$ cat config.mk
export PLATFORM = sky130hd
export DESIGN_NAME = rtccfg_ctrl
export DESIGN_NICKNAME = d
export VERILOG_FILES = /design/src/core/rtccfg_pkg.sv /design/src/core/rtccfg_stamp_if.sv /design/src/core/rtccfg_ctrl.sv /design/src/core/rtccfg_stamp_store.sv
export SDC_FILE = /design/constraint.sdc
export NUM_CORES = 1
export LEC_CHECK = 0
export BUFFER_PORTS_ARGS = -buffer_cell sky130_fd_sc_hd__buf_2
export CORE_MARGIN = 1.5
export CORE_UTILIZATION = 30
export DETAILED_ROUTE_END_ITERATION = 8
export SYNTH_ARGS = -nofsm -noshare
export SYNTH_HDL_FRONTEND = slang
export SYNTH_SLANG_ARGS = --single-unit
$ cat constraint.sdc
create_clock -name sys_clk_i -period 3 [get_ports sys_clk_i]
set_input_delay 0.45 -clock sys_clk_i [delete_from_list [all_inputs] [get_ports sys_clk_i]]
set_output_delay 0.45 -clock sys_clk_i [all_outputs]
set_load 0.02 [all_outputs]
$ cat src/core/rtccfg_pkg.sv
package rtccfg_pkg;
  // ---------------------------------------------------------------
  // Register map
  // ---------------------------------------------------------------
  localparam logic [7:0] ADDR_CFG1 = 8'h03;
  localparam logic [7:0] ADDR_CFG2 = 8'h04;
  localparam logic [7:0] ADDR_TSCFG = 8'h05;
  localparam logic [7:0] ADDR_SLPCFG = 8'h07;
  localparam logic [7:0] ADDR_TSBASE = 8'h10;
  localparam int TS_BYTES = 6;
  localparam int TS_BANKS = 4;

  // ---------------------------------------------------------------
  // Field positions
  // ---------------------------------------------------------------
  localparam int CFG1_OSC = 0;
  localparam int CFG1_TMO = 1;
  localparam int CFG1_POL = 3;
  localparam int CFG2_SLEEP_FLAG = 7;
  localparam int CFG2_PIN_SLEEP = 4;
  localparam int CFG2_DEBOUNCE = 3;
  localparam int CFG2_CLKO = 2;
  localparam int CFG2_HZ_LO = 0;
  localparam int TS_VLOW = 5;
  localparam int TS_PWM = 4;
  localparam int TS_DIN = 3;
  localparam int TS_OW = 2;
  localparam int TS_RST = 1;
  localparam int TS_EN = 0;
  localparam int SLEEP_REQ = 7;

  // ---------------------------------------------------------------
  // Reset values and write masks
  // ---------------------------------------------------------------
  localparam logic [7:0] CFG1_RST = 8'h03;
  localparam logic [7:0] CFG2_RST = 8'h03;
  localparam logic [7:0] TSCFG_RST = 8'h04;
  localparam logic [7:0] CFG1_MASK = 8'h0b;
  localparam logic [7:0] CFG2_MASK = 8'h1f;
  localparam logic [7:0] TSCFG_MASK = 8'h3d;

  // ---------------------------------------------------------------
  // Timing
  // ---------------------------------------------------------------
  localparam int CLK_HZ = 100_000_000;
  localparam int DEBOUNCE_MS = 50;
  localparam int DEBOUNCE_CYC = CLK_HZ / 1000 * DEBOUNCE_MS;
  localparam int HZ_1 = 1;
  localparam int HZ_64 = 64;
  localparam int HZ_1024 = 1024;
  localparam int HZ_32K = 32768;
  localparam logic [1:0] FREQ_1 = 2'h0;
  localparam logic [1:0] FREQ_64 = 2'h1;
  localparam logic [1:0] FREQ_1K = 2'h2;
  localparam logic [1:0] FREQ_32K = 2'h3;
endpackage

$ cat src/core/rtccfg_stamp_if.sv
interface rtccfg_stamp_if;
  logic clear;
  logic capture;
  logic overwrite;
  logic [47:0] now;
  logic wr_en;
  logic [4:0] wr_idx;
  logic [7:0] wr_data;
  logic [4:0] rd_idx;
  logic [7:0] rd_data;
  logic [2:0] count;
  modport ctrl (output clear, capture, overwrite, now, wr_en, wr_idx, wr_data, rd_idx,
    input rd_data, count);
  modport store (input clear, capture, overwrite, now, wr_en, wr_idx, wr_data, rd_idx,
    output rd_data, count);
endinterface

$ cat src/core/rtccfg_ctrl.sv
module rtccfg_ctrl #(
  parameter int DEBOUNCE_CYC = rtccfg_pkg::DEBOUNCE_CYC,
  parameter int CLK_HZ = rtccfg_pkg::CLK_HZ
) (
  input wire logic sys_clk_i,
  input wire logic rst_i,
  input wire logic reg_wr_i,
  input wire logic reg_rd_i,
  input wire logic [7:0] reg_addr_i,
  input wire logic [7:0] reg_wdata_i,
  output logic [7:0] reg_rdata_o,
  input wire logic din_i,
  input wire logic battery_low_condition_i,
  input wire logic on_backup_supply_i,
  input wire logic in_sleep_i,
  input wire logic alarm1_irq_i,
  input wire logic [47:0] time_now_i,
  output logic crystal_oscillator_enable_o,
  output logic bus_timeout_enable_o,
  output logic sleep_request_bit_o,
  output logic pin_sleep_request_o,
  output logic din_event_o,
  output logic interrupt_output_a_alarm_o,
  output logic shared_clock_output_pin_o
);
  localparam int DIV32K = CLK_HZ / (2 * rtccfg_pkg::HZ_32K);
  localparam int DIV1K = CLK_HZ / (2 * rtccfg_pkg::HZ_1024);
  localparam int DIV64 = CLK_HZ / (2 * rtccfg_pkg::HZ_64);
  localparam int DIV1 = CLK_HZ / (2 * rtccfg_pkg::HZ_1);
  localparam int DBW = $clog2(DEBOUNCE_CYC + 1);

  rtccfg_stamp_if sif ();

  rtccfg_stamp_store u_store (
    .sys_clk_i(sys_clk_i),
    .rst_i(rst_i),
    .sif(sif)
  );

  // ---------------------------------------------------------------
  // Configuration registers
  // ---------------------------------------------------------------
  logic [7:0] cfg1_r, cfg1_nxt;
  logic [7:0] cfg2_r, cfg2_nxt;
  logic [7:0] tscfg_r, tscfg_nxt;
  logic sreq_r, sreq_nxt;
  logic clr_r, clr_nxt;
  logic [7:0] rdata_r, rdata_nxt;
  logic in_ts;
  logic [4:0] ts_idx;

  assign in_ts = reg_addr_i >= rtccfg_pkg::ADDR_TSBASE &&
    reg_addr_i < rtccfg_pkg::ADDR_TSBASE + 8'(rtccfg_pkg::TS_BANKS * rtccfg_pkg::TS_BYTES);
  assign ts_idx = 5'(reg_addr_i - rtccfg_pkg::ADDR_TSBASE);

  always_comb
  begin
    cfg1_nxt = cfg1_r;
    cfg2_nxt = cfg2_r;
    tscfg_nxt = tscfg_r;
    sreq_nxt = sreq_r;
    clr_nxt = 1'b0;
    rdata_nxt = rdata_r;
    tscfg_nxt[rtccfg_pkg::TS_RST] = 1'b0;
    if (reg_wr_i)
    begin
      unique case (reg_addr_i)
        rtccfg_pkg::ADDR_CFG1: cfg1_nxt = reg_wdata_i & rtccfg_pkg::CFG1_MASK;
        rtccfg_pkg::ADDR_CFG2: cfg2_nxt = reg_wdata_i & rtccfg_pkg::CFG2_MASK;
        rtccfg_pkg::ADDR_TSCFG:
        begin
          tscfg_nxt = reg_wdata_i & rtccfg_pkg::TSCFG_MASK;
          clr_nxt = reg_wdata_i[rtccfg_pkg::TS_RST];
        end
        rtccfg_pkg::ADDR_SLPCFG: sreq_nxt = reg_wdata_i[rtccfg_pkg::SLEEP_REQ];
        default: ;
      endcase
    end
    if (reg_rd_i)
    begin
      unique case (reg_addr_i)
        rtccfg_pkg::ADDR_CFG1: rdata_nxt = cfg1_r;
        rtccfg_pkg::ADDR_CFG2: rdata_nxt = {in_sleep_i, cfg2_r[6:0]};
        rtccfg_pkg::ADDR_TSCFG: rdata_nxt = tscfg_r;
        rtccfg_pkg::ADDR_SLPCFG: rdata_nxt = {sreq_r, 7'h00};
        default: rdata_nxt = in_ts ? sif.rd_data : 8'h00;
      endcase
    end
  end

  always_ff @(posedge sys_clk_i)
  begin
    if (rst_i)
    begin
      cfg1_r <= rtccfg_pkg::CFG1_RST;
      cfg2_r <= rtccfg_pkg::CFG2_RST;
      tscfg_r <= rtccfg_pkg::TSCFG_RST;
      sreq_r <= 1'b0;
      clr_r <= 1'b0;
      rdata_r <= 8'h00;
    end
    else
    begin
      cfg1_r <= cfg1_nxt;
      cfg2_r <= cfg2_nxt;
      tscfg_r <= tscfg_nxt;
      sreq_r <= sreq_nxt;
      clr_r <= clr_nxt;
      rdata_r <= rdata_nxt;
    end
  end

  assign reg_rdata_o = rdata_r;
  assign crystal_oscillator_enable_o = cfg1_r[rtccfg_pkg::CFG1_OSC];
  assign bus_timeout_enable_o = cfg1_r[rtccfg_pkg::CFG1_TMO];
  assign sleep_request_bit_o = sreq_r;

  // ---------------------------------------------------------------
  // Input pin sync, debounce and edge
  // ---------------------------------------------------------------
  logic [1:0] din_s_r, din_s_nxt;
  logic [1:0] vb_s_r, vb_s_nxt;
  logic [1:0] sw_s_r, sw_s_nxt;
  logic db_r, db_nxt;
  logic [DBW-1:0] db_cnt_r, db_cnt_nxt;
  logic din_q_r, din_q_nxt;
  logic vb_q_r, vb_q_nxt;
  logic sw_q_r, sw_q_nxt;
  logic din_use, din_edge, vb_rise, sw_chg;

  // Filter needs the pin stable for the whole window, so glitches restart it
  always_comb
  begin
    din_s_nxt = {din_s_r[0], din_i};
    vb_s_nxt = {vb_s_r[0], battery_low_condition_i};
    sw_s_nxt = {sw_s_r[0], on_backup_supply_i};
    db_nxt = db_r;
    db_cnt_nxt = db_cnt_r;
    if (din_s_r[1] == db_r)
      db_cnt_nxt = '0;
    else if (db_cnt_r == DBW'(DEBOUNCE_CYC - 1))
    begin
      db_nxt = din_s_r[1];
      db_cnt_nxt = '0;
    end
    else
      db_cnt_nxt = db_cnt_r + 1'b1;
    din_use = cfg2_r[rtccfg_pkg::CFG2_DEBOUNCE] ? db_r : din_s_r[1];
    din_q_nxt = din_use;
    vb_q_nxt = vb_s_r[1];
    sw_q_nxt = sw_s_r[1];
    din_edge = cfg1_r[rtccfg_pkg::CFG1_POL] ? (din_use && !din_q_r)
      : (!din_use && din_q_r);
    vb_rise = vb_s_r[1] && !vb_q_r;
    sw_chg = sw_s_r[1] != sw_q_r;
  end

  always_ff @(posedge sys_clk_i)
  begin
    if (rst_i)
    begin
      din_s_r <= 2'h3;
      vb_s_r <= 2'h0;
      sw_s_r <= 2'h0;
      db_r <= 1'b1;
      db_cnt_r <= '0;
      din_q_r <= 1'b1;
      vb_q_r <= 1'b0;
      sw_q_r <= 1'b0;
    end
    else
    begin
      din_s_r <= din_s_nxt;
      vb_s_r <= vb_s_nxt;
      sw_s_r <= sw_s_nxt;
      db_r <= db_nxt;
      db_cnt_r <= db_cnt_nxt;
      din_q_r <= din_q_nxt;
      vb_q_r <= vb_q_nxt;
      sw_q_r <= sw_q_nxt;
    end
  end

  assign din_event_o = din_edge;
  assign pin_sleep_request_o = din_edge && cfg2_r[rtccfg_pkg::CFG2_PIN_SLEEP];

  // ---------------------------------------------------------------
  // Timestamp triggers
  // ---------------------------------------------------------------
  logic cap;
  assign cap = tscfg_r[rtccfg_pkg::TS_EN] && (
    (vb_rise && tscfg_r[rtccfg_pkg::TS_VLOW]) ||
    (sw_chg && tscfg_r[rtccfg_pkg::TS_PWM]) ||
    (din_edge && tscfg_r[rtccfg_pkg::TS_DIN]));
  assign sif.clear = clr_r;
  assign sif.capture = cap;
  assign sif.overwrite = tscfg_r[rtccfg_pkg::TS_OW];
  assign sif.now = time_now_i;
  assign sif.wr_en = reg_wr_i && in_ts;
  assign sif.wr_idx = ts_idx;
  assign sif.wr_data = reg_wdata_i;
  assign sif.rd_idx = ts_idx;

  // ---------------------------------------------------------------
  // Clock output and alarm routing
  // ---------------------------------------------------------------
  logic [31:0] div_r, div_nxt;
  logic clk_r, clk_nxt;
  logic pin_r, pin_nxt;
  logic [31:0] half;

  // 32kHz is a truncated divide of the system clock, not compensated
  always_comb
  begin
    unique case (cfg2_r[rtccfg_pkg::CFG2_HZ_LO +: 2])
      rtccfg_pkg::FREQ_1: half = 32'(DIV1);
      rtccfg_pkg::FREQ_64: half = 32'(DIV64);
      rtccfg_pkg::FREQ_1K: half = 32'(DIV1K);
      rtccfg_pkg::FREQ_32K: half = 32'(DIV32K);
    endcase
    clk_nxt = clk_r;
    div_nxt = div_r + 32'h1;
    if (div_r >= half - 32'h1)
    begin
      div_nxt = 32'h0;
      clk_nxt = !clk_r;
    end
    pin_nxt = cfg2_r[rtccfg_pkg::CFG2_CLKO] ? clk_r : !alarm1_irq_i;
  end

  always_ff @(posedge sys_clk_i)
  begin
    if (rst_i)
    begin
      div_r <= 32'h0;
      clk_r <= 1'b0;
      pin_r <= 1'b1;
    end
    else
    begin
      div_r <= div_nxt;
      clk_r <= clk_nxt;
      pin_r <= pin_nxt;
    end
  end

  assign shared_clock_output_pin_o = pin_r;
  assign interrupt_output_a_alarm_o = cfg2_r[rtccfg_pkg::CFG2_CLKO] && alarm1_irq_i;
endmodule

$ cat src/core/rtccfg_stamp_store.sv
module rtccfg_stamp_store (
  input wire logic sys_clk_i,
  input wire logic rst_i,
  rtccfg_stamp_if.store sif
);
  localparam int NB = rtccfg_pkg::TS_BANKS * rtccfg_pkg::TS_BYTES;

  logic [7:0] mem_r [NB];
  logic [7:0] mem_nxt [NB];
  logic [2:0] cnt_r;
  logic [2:0] cnt_nxt;
  logic full;

  assign full = (cnt_r == 3'(rtccfg_pkg::TS_BANKS));
  assign sif.count = cnt_r;
  assign sif.rd_data = (sif.rd_idx < 5'(NB)) ? mem_r[sif.rd_idx] : 8'h00;

  // ---------------------------------------------------------------
  // Bank shift: bank 0 newest, bank 3 oldest
  // ---------------------------------------------------------------
  always_comb
  begin
    mem_nxt = mem_r;
    cnt_nxt = cnt_r;
    if (sif.clear)
    begin
      for (int i = 0; i < NB; i++)
        mem_nxt[i] = 8'h00;
      cnt_nxt = 3'h0;
    end
    else if (sif.capture && (!full || sif.overwrite))
    begin
      for (int i = NB - 1; i >= rtccfg_pkg::TS_BYTES; i--)
        mem_nxt[i] = mem_r[i - rtccfg_pkg::TS_BYTES];
      for (int i = 0; i < rtccfg_pkg::TS_BYTES; i++)
        mem_nxt[i] = sif.now[i*8 +: 8];
      if (!full)
        cnt_nxt = cnt_r + 3'h1;
    end
    else if (sif.wr_en && sif.wr_idx < 5'(NB))
      mem_nxt[sif.wr_idx] = sif.wr_data;
  end

  always_ff @(posedge sys_clk_i)
  begin
    if (rst_i)
    begin
      for (int i = 0; i < NB; i++)
        mem_r[i] <= 8'h00;
      cnt_r <= 3'h0;
    end
    else
    begin
      mem_r <= mem_nxt;
      cnt_r <= cnt_nxt;
    end
  end
endmodule

# Word-level counts from Yosys, hierarchy flattened
# Index checks and enable logic that the tools add are counted.
[word_totals]
reg_bits = 286
word_cells = 121
[classes]
eq_ne = 11
n_mux = 15
magnitude_cmp = 6
reduce_logical = 36
addsub = 5
n_bitwise = 5
[op_table]
columns = ["cell", "n"]
rows = [
  ["$mux W192", 2],
  ["$bwmux W192", 1],
  ["$pmux W32 S4", 1],
  ["$bmux W8 S5", 1],
  ["$demux W8 S5", 1],
  ["$mux W8", 5],
  ["$add A32 B1 Y32 const B", 1],
  ["$ge A32 B32 Y1", 1],
  ["$pmux W8 S4", 1],
  ["$sub A32 B1 Y32 const B", 1],
  ["$eq A8 B3 Y1 const B", 3],
  ["$add A23 B1 Y23 const B", 1],
  ["$eq A23 B23 Y1 const B", 1],
  ["$logic_and A1 B1 Y1", 14],
  ["$reduce_and A2 Y1", 6],
  ["$eq A8 B2 Y1 const B", 1],
  ["$ge A8 B5 Y1 const B", 1],
  ["$lt A8 B6 Y1 const B", 1],
  ["$ge A6 B6 Y1 const B", 1],
  ["$logic_not A1 Y1", 6],
  ["$lt A6 B1 Y1 const B", 1],
  ["$not A5 Y6", 1],
  ["$reduce_or A2 Y1", 3],
  ["$reduce_or A3 Y1", 2],
  ["13 further kinds", 21],
]

# Longest topological paths before layout
[logic_depth]
ltp_word = 9
depth_mapped = 11
mapped_depth_nobuf = 10

# Modules after synthesis
# From an unflattened synthesis, not the netlist that was laid out.
[hier_totals]
hier_cells = 1775
area_unflattened_um2 = 15016.9
[by_module_without_submodules]
columns = ["module", "cells_per_inst", "n_inst", "area_per_inst_um2"]
rows = [
  ["rtccfg_stamp_store", 1279, 1, 10443.8],
  ["rtccfg_ctrl", 496, 1, 4573.1],
]

# Worst setup path after synthesis
# Ideal clock, no wire load.
[synth_path]
kind = "reg2reg"
from = "register cfg2_r[1]"
to = "register div_r[10]"
path_stages_with_launch = 11
synth_period_minus_slack_ps = 2724
setup_ps = 78
path_slack_ps = 276
arrival_time_ps = 2646
cell_sequence = "dfxtp_1 inv_1 ha_1 nor2_1 ha_1 a2111oi_0 nor3_1 o31ai_1 nand3b_1 clkbuf_1 nor3_1"
[synth_between]
elab_chain_len = 5
word_cells_on_any_way = 8
cone_classes = "add/sub: 1; order compare: 1; eq/ne: 3; mux: 1; reduce/logical: 2"
[synth_lines]
columns = ["item", "line_no", "source"]
rows = [
  ["from (decl)", "rtccfg_ctrl.sv:44", "logic [7:0] cfg2_r, cfg2_nxt;"],
  ["from (signal assigned)", "rtccfg_ctrl.sv:96", "cfg2_r <= rtccfg_pkg::CFG2_RST;"],
  ["from (signal assigned)", "rtccfg_ctrl.sv:105", "cfg2_r <= cfg2_nxt;"],
  ["$eq A2 B2 Y1 (tied with other cells)", "rtccfg_ctrl.sv:215", "unique case (cfg2_r[rtccfg_pkg::CFG2_HZ_LO +: 2])"],
  ["$pmux W32 S4 (*)", "rtccfg_ctrl.sv:215", ""],
  ["$sub A32 B1 Y32 (*)", "rtccfg_ctrl.sv:223", "if (div_r >= half - 32'h1)"],
  ["$ge A32 B32 Y1 (*)", "rtccfg_ctrl.sv:223", ""],
  ["$reduce_or A2 Y1 (no source line) (*)", "n/a", ""],
  ["to (signal assigned)", "rtccfg_ctrl.sv:241", "div_r <= div_nxt;"],
  ["to (decl)", "rtccfg_ctrl.sv:207", "logic [31:0] div_r, div_nxt;"],
]
# Every way passes the cells marked *; elsewhere a longest branch is shown, timed or not. The select of a mux whose other input is x is not followed.
# A chain may end at the register's enable or synchronous reset.

# Worst setup path after layout
[layout_path]
from = "register cfg2_r[0]"
to = "register div_r[7]"
# Same word-level chain as after synthesis.

==> metrics.yaml <==
outcome: "finished, final reports clean"
cp-start-kind: "register"
finalClockSkew_ps: 32.6
detailed_place_hpwl_um: 34800
power.switching_w: 0.00204
critPathKind: "reg2reg"
swShare_pct: 23.4
ir_worst_vdd_mv: 0.294
drv_slew: 0
ys.flop_type: "dfxtp_1"
drive_above_1_share_pct: 25.6
synth.avg_cell_area_um2: 10.2
clock.fmax_mhz: 361
finalHoldViolCount: 0
overflow: 0
synth_top_area_share_pct: 34.6
cts_setup_buffers: 0
ys.warnings.count: 0
fin_crit_ps: 2770
track_usage_pct: 17.9
grt_pass1_wl_um: 79200
cts_tree: "done"
yosys-top-cells-area: "dfxtp_1 (35%), mux2i_1 (13%), a211oi_2 (9.7%)"
port_buffers: 87
multiInputGateArea_um2: 9930
vias: 13401
cap_violations: 0
crit_path_end_kind: "register"
internal-power_w: 0.00669
wirelength_um: 51700
register_area_um2: 5710
die_x_um: 237
fillers: 5398
root_buffer: "clkbuf_16"
grt_max_degree: 135
antenna_found_initial: 1
finalSetupViolations: 0
clkSinkCount: 285
clkTransAtPathRegs_ps: 60
seq_area_frac_synth_pct: 34.6
timing.slew.headroom_pct: 46.4
insertion_delay_ps: 550
wire_per_inst_um: 21.9
ctsHtreeMaxLevel: 2
post-route-period-util_pct: 92.3
hp-class: "in2reg"
synthCells: 1617
critPathMaxFanout: 27
synth_area_um2: 16500
cts_buffer_depth: 3
ys_types: 69
combPwrFrac_pct: 5.0
whs_ps: 145
rows: 85
area_growth_syn_to_layout_pct: 14.6
num_io_pins: 88
tightest_slew_ps: 804
cp.required_ps: 3390
numCtsBuffers: 34
core_um2: 54100
clkPwrFrac_pct: 51.2
die_area_um2: 56400
grt_pass1_vias: 12993
finalSetupTns_ps: 0
detail-route-antenna-nets: 0
arrival_ps: 3160
seq_power_share_pct: 43.8
leakage_nw: 7.43
ys_ff_latch: 285
die_y_um: 237
rsz0062_at_grt: "false"
powerDensity_nw_per_um2: 462
drtIter0Drc: 986
async_flop_share_pct: 0
nNetsFinal: 1743
vias_per_cell: 5.69
place_congestion: 0.858
firstDrtPassIters: 7
initial_core_util_pct: 30.5
synth_edf_count: 0
route.detailed.drc: 0
netlist.top_cell.by_area: "dfxtp_1"
-- power by group through the flow --
stage	Sequential [W]	Clock (W)	Combinational, W
after detailed placement	0.00390	0	0.000439
after floorplan	0.00390	0	0.000271
after CTS	0.00382	0.00455	0.000440
after global placement	0.00390	0	0.000435
final	0.00382	0.00447	0.000439
after global routing	0.00382	0.00470	0.000467
-- worst max-delay path, cell delays in order, from the launching register on --
cell	delay [ps]
dfxtp_2	390
inv_1	110
ha_1	260
inv_1	200
o21ai_0	140
ha_1	290
nand4_1	110
nor4_1	360
a211oi_1	180
a21oi_2	160
buf_4	300
nor3_1	110
-- timing repair --
action                     in CTS  in global routing
hold buffers                    0                  0
setup endpoints to repair       0                 27
resized for setup               0                  4
-- sequential cells by signal (all words and copies together) (netlist names), 2 cells and up --
signal	flops
cfg2_r	5
tscfg_r	5
u_store.sif.count	3
din_s_r	2
div_r	32
reg_rdata_o	8
sw_s_r	2
vb_s_r	2
u_store.mem_r	192
cfg1_r	3
db_cnt_r	23
-- cell usage after synthesis, drive strengths merged (2+ instances only) --
cell,n
nor4b,3
nand3b,3
mux4,51
ha,36
and4,3
a31oi,34
nand2b,5
or4,4
nor3,43
nand4,32
nor2b,12
clkbuf,112
o2111ai,4
dfxtp,285
a211oi,136
a221oi,5
or3,4
a21oi,14
xor2,26
inv,19
a21boi,32
nand4b,2
nor4,143
o21ai,16
o21bai,2
nor3b,5
a311oi,3
or2,9
xnor2,23
a211o,4
nor2,92
nand2,47
and3,11
o211a,32
mux2,2
buf,63
o22ai,5
and2,6
nand3,29
mux2i,215
o31ai,33
-- per-layer routing --
layer | share of wire [%] | GRT usage (%) | up-vias
met5 | 0.015 | 0 | -
met4 | 3.0 | 6.54 | 2
met3 | 4.8 | 2.62 | 84
met2 | 48 | 30.2 | 389
met1 | 44 | 23.2 | 6655
li1 | - | - | 6271
-- cell type report --
class	instances	area share, %
well taps	696	4.61
multi-input cells	1142	52.5
inverters	19	0.391
flip-flops and latches	285	30.2
clock inverters	16	1.28
repair buffers	152	5.83
clock buffers	45	5.15
diodes	1	0.0132
-- stage by stage --
stage / util [%] / instance area, um^2 / power, W / instances / worst slack [ps]
after global placement: 32.6 / 17700 / 0.00434 / 2294 / 221
after floorplan: - / 16500 / 0.00417 / 1621 / 276
after global routing: 34.9 / 18900 / 0.00898 / 2355 / 27.2
after CTS: 34.9 / 18900 / 0.00881 / 2355 / 31.4
after detailed placement: 32.6 / 17700 / 0.00434 / 2294 / 57.5
final: 34.9 / 18900 / 0.00872 / 2356 / 230
-- path summary, 6_finish.rpt --
kind,from,to,slack (ps),cells past startpoint
worst max-delay path,cfg2_r[0],div_r[7],230,11
worst min register to register,din_s_r[0],din_s_r[1],410,1
worst max register to register,cfg2_r[0],div_r[7],230,11
worst min-delay path,din_i,din_s_r[0],140,2
-- logic make-up after synthesis --
group	Yosys count	synth area share, %
buf+inv	194	5.46
simple gates	456	15.4
fa+ha+maj	36	2.73
mux	268	20.2
xor+xnor	49	2.60
flops	285	34.6
compound gates	328	19.1
other cells	1	0.0227
-- layout by cell type (no fill, tap or decap), types with 29 or more instances in the layout --
cell and instances:
a21boi_1 32, nand3_1 29, clkbuf_16 35, a211oi_2 128
o31ai_1 32, nor3_1 37, dfxtp_1 284, ha_1 36
a31oi_1 34, nor2_1 87, buf_4 52, mux2i_1 214
buf_2 86, nand4_1 32, nor4_1 142, mux4_2 51
o211a_1 32, nand2_1 47
Power figures use the tool's default switching activity.
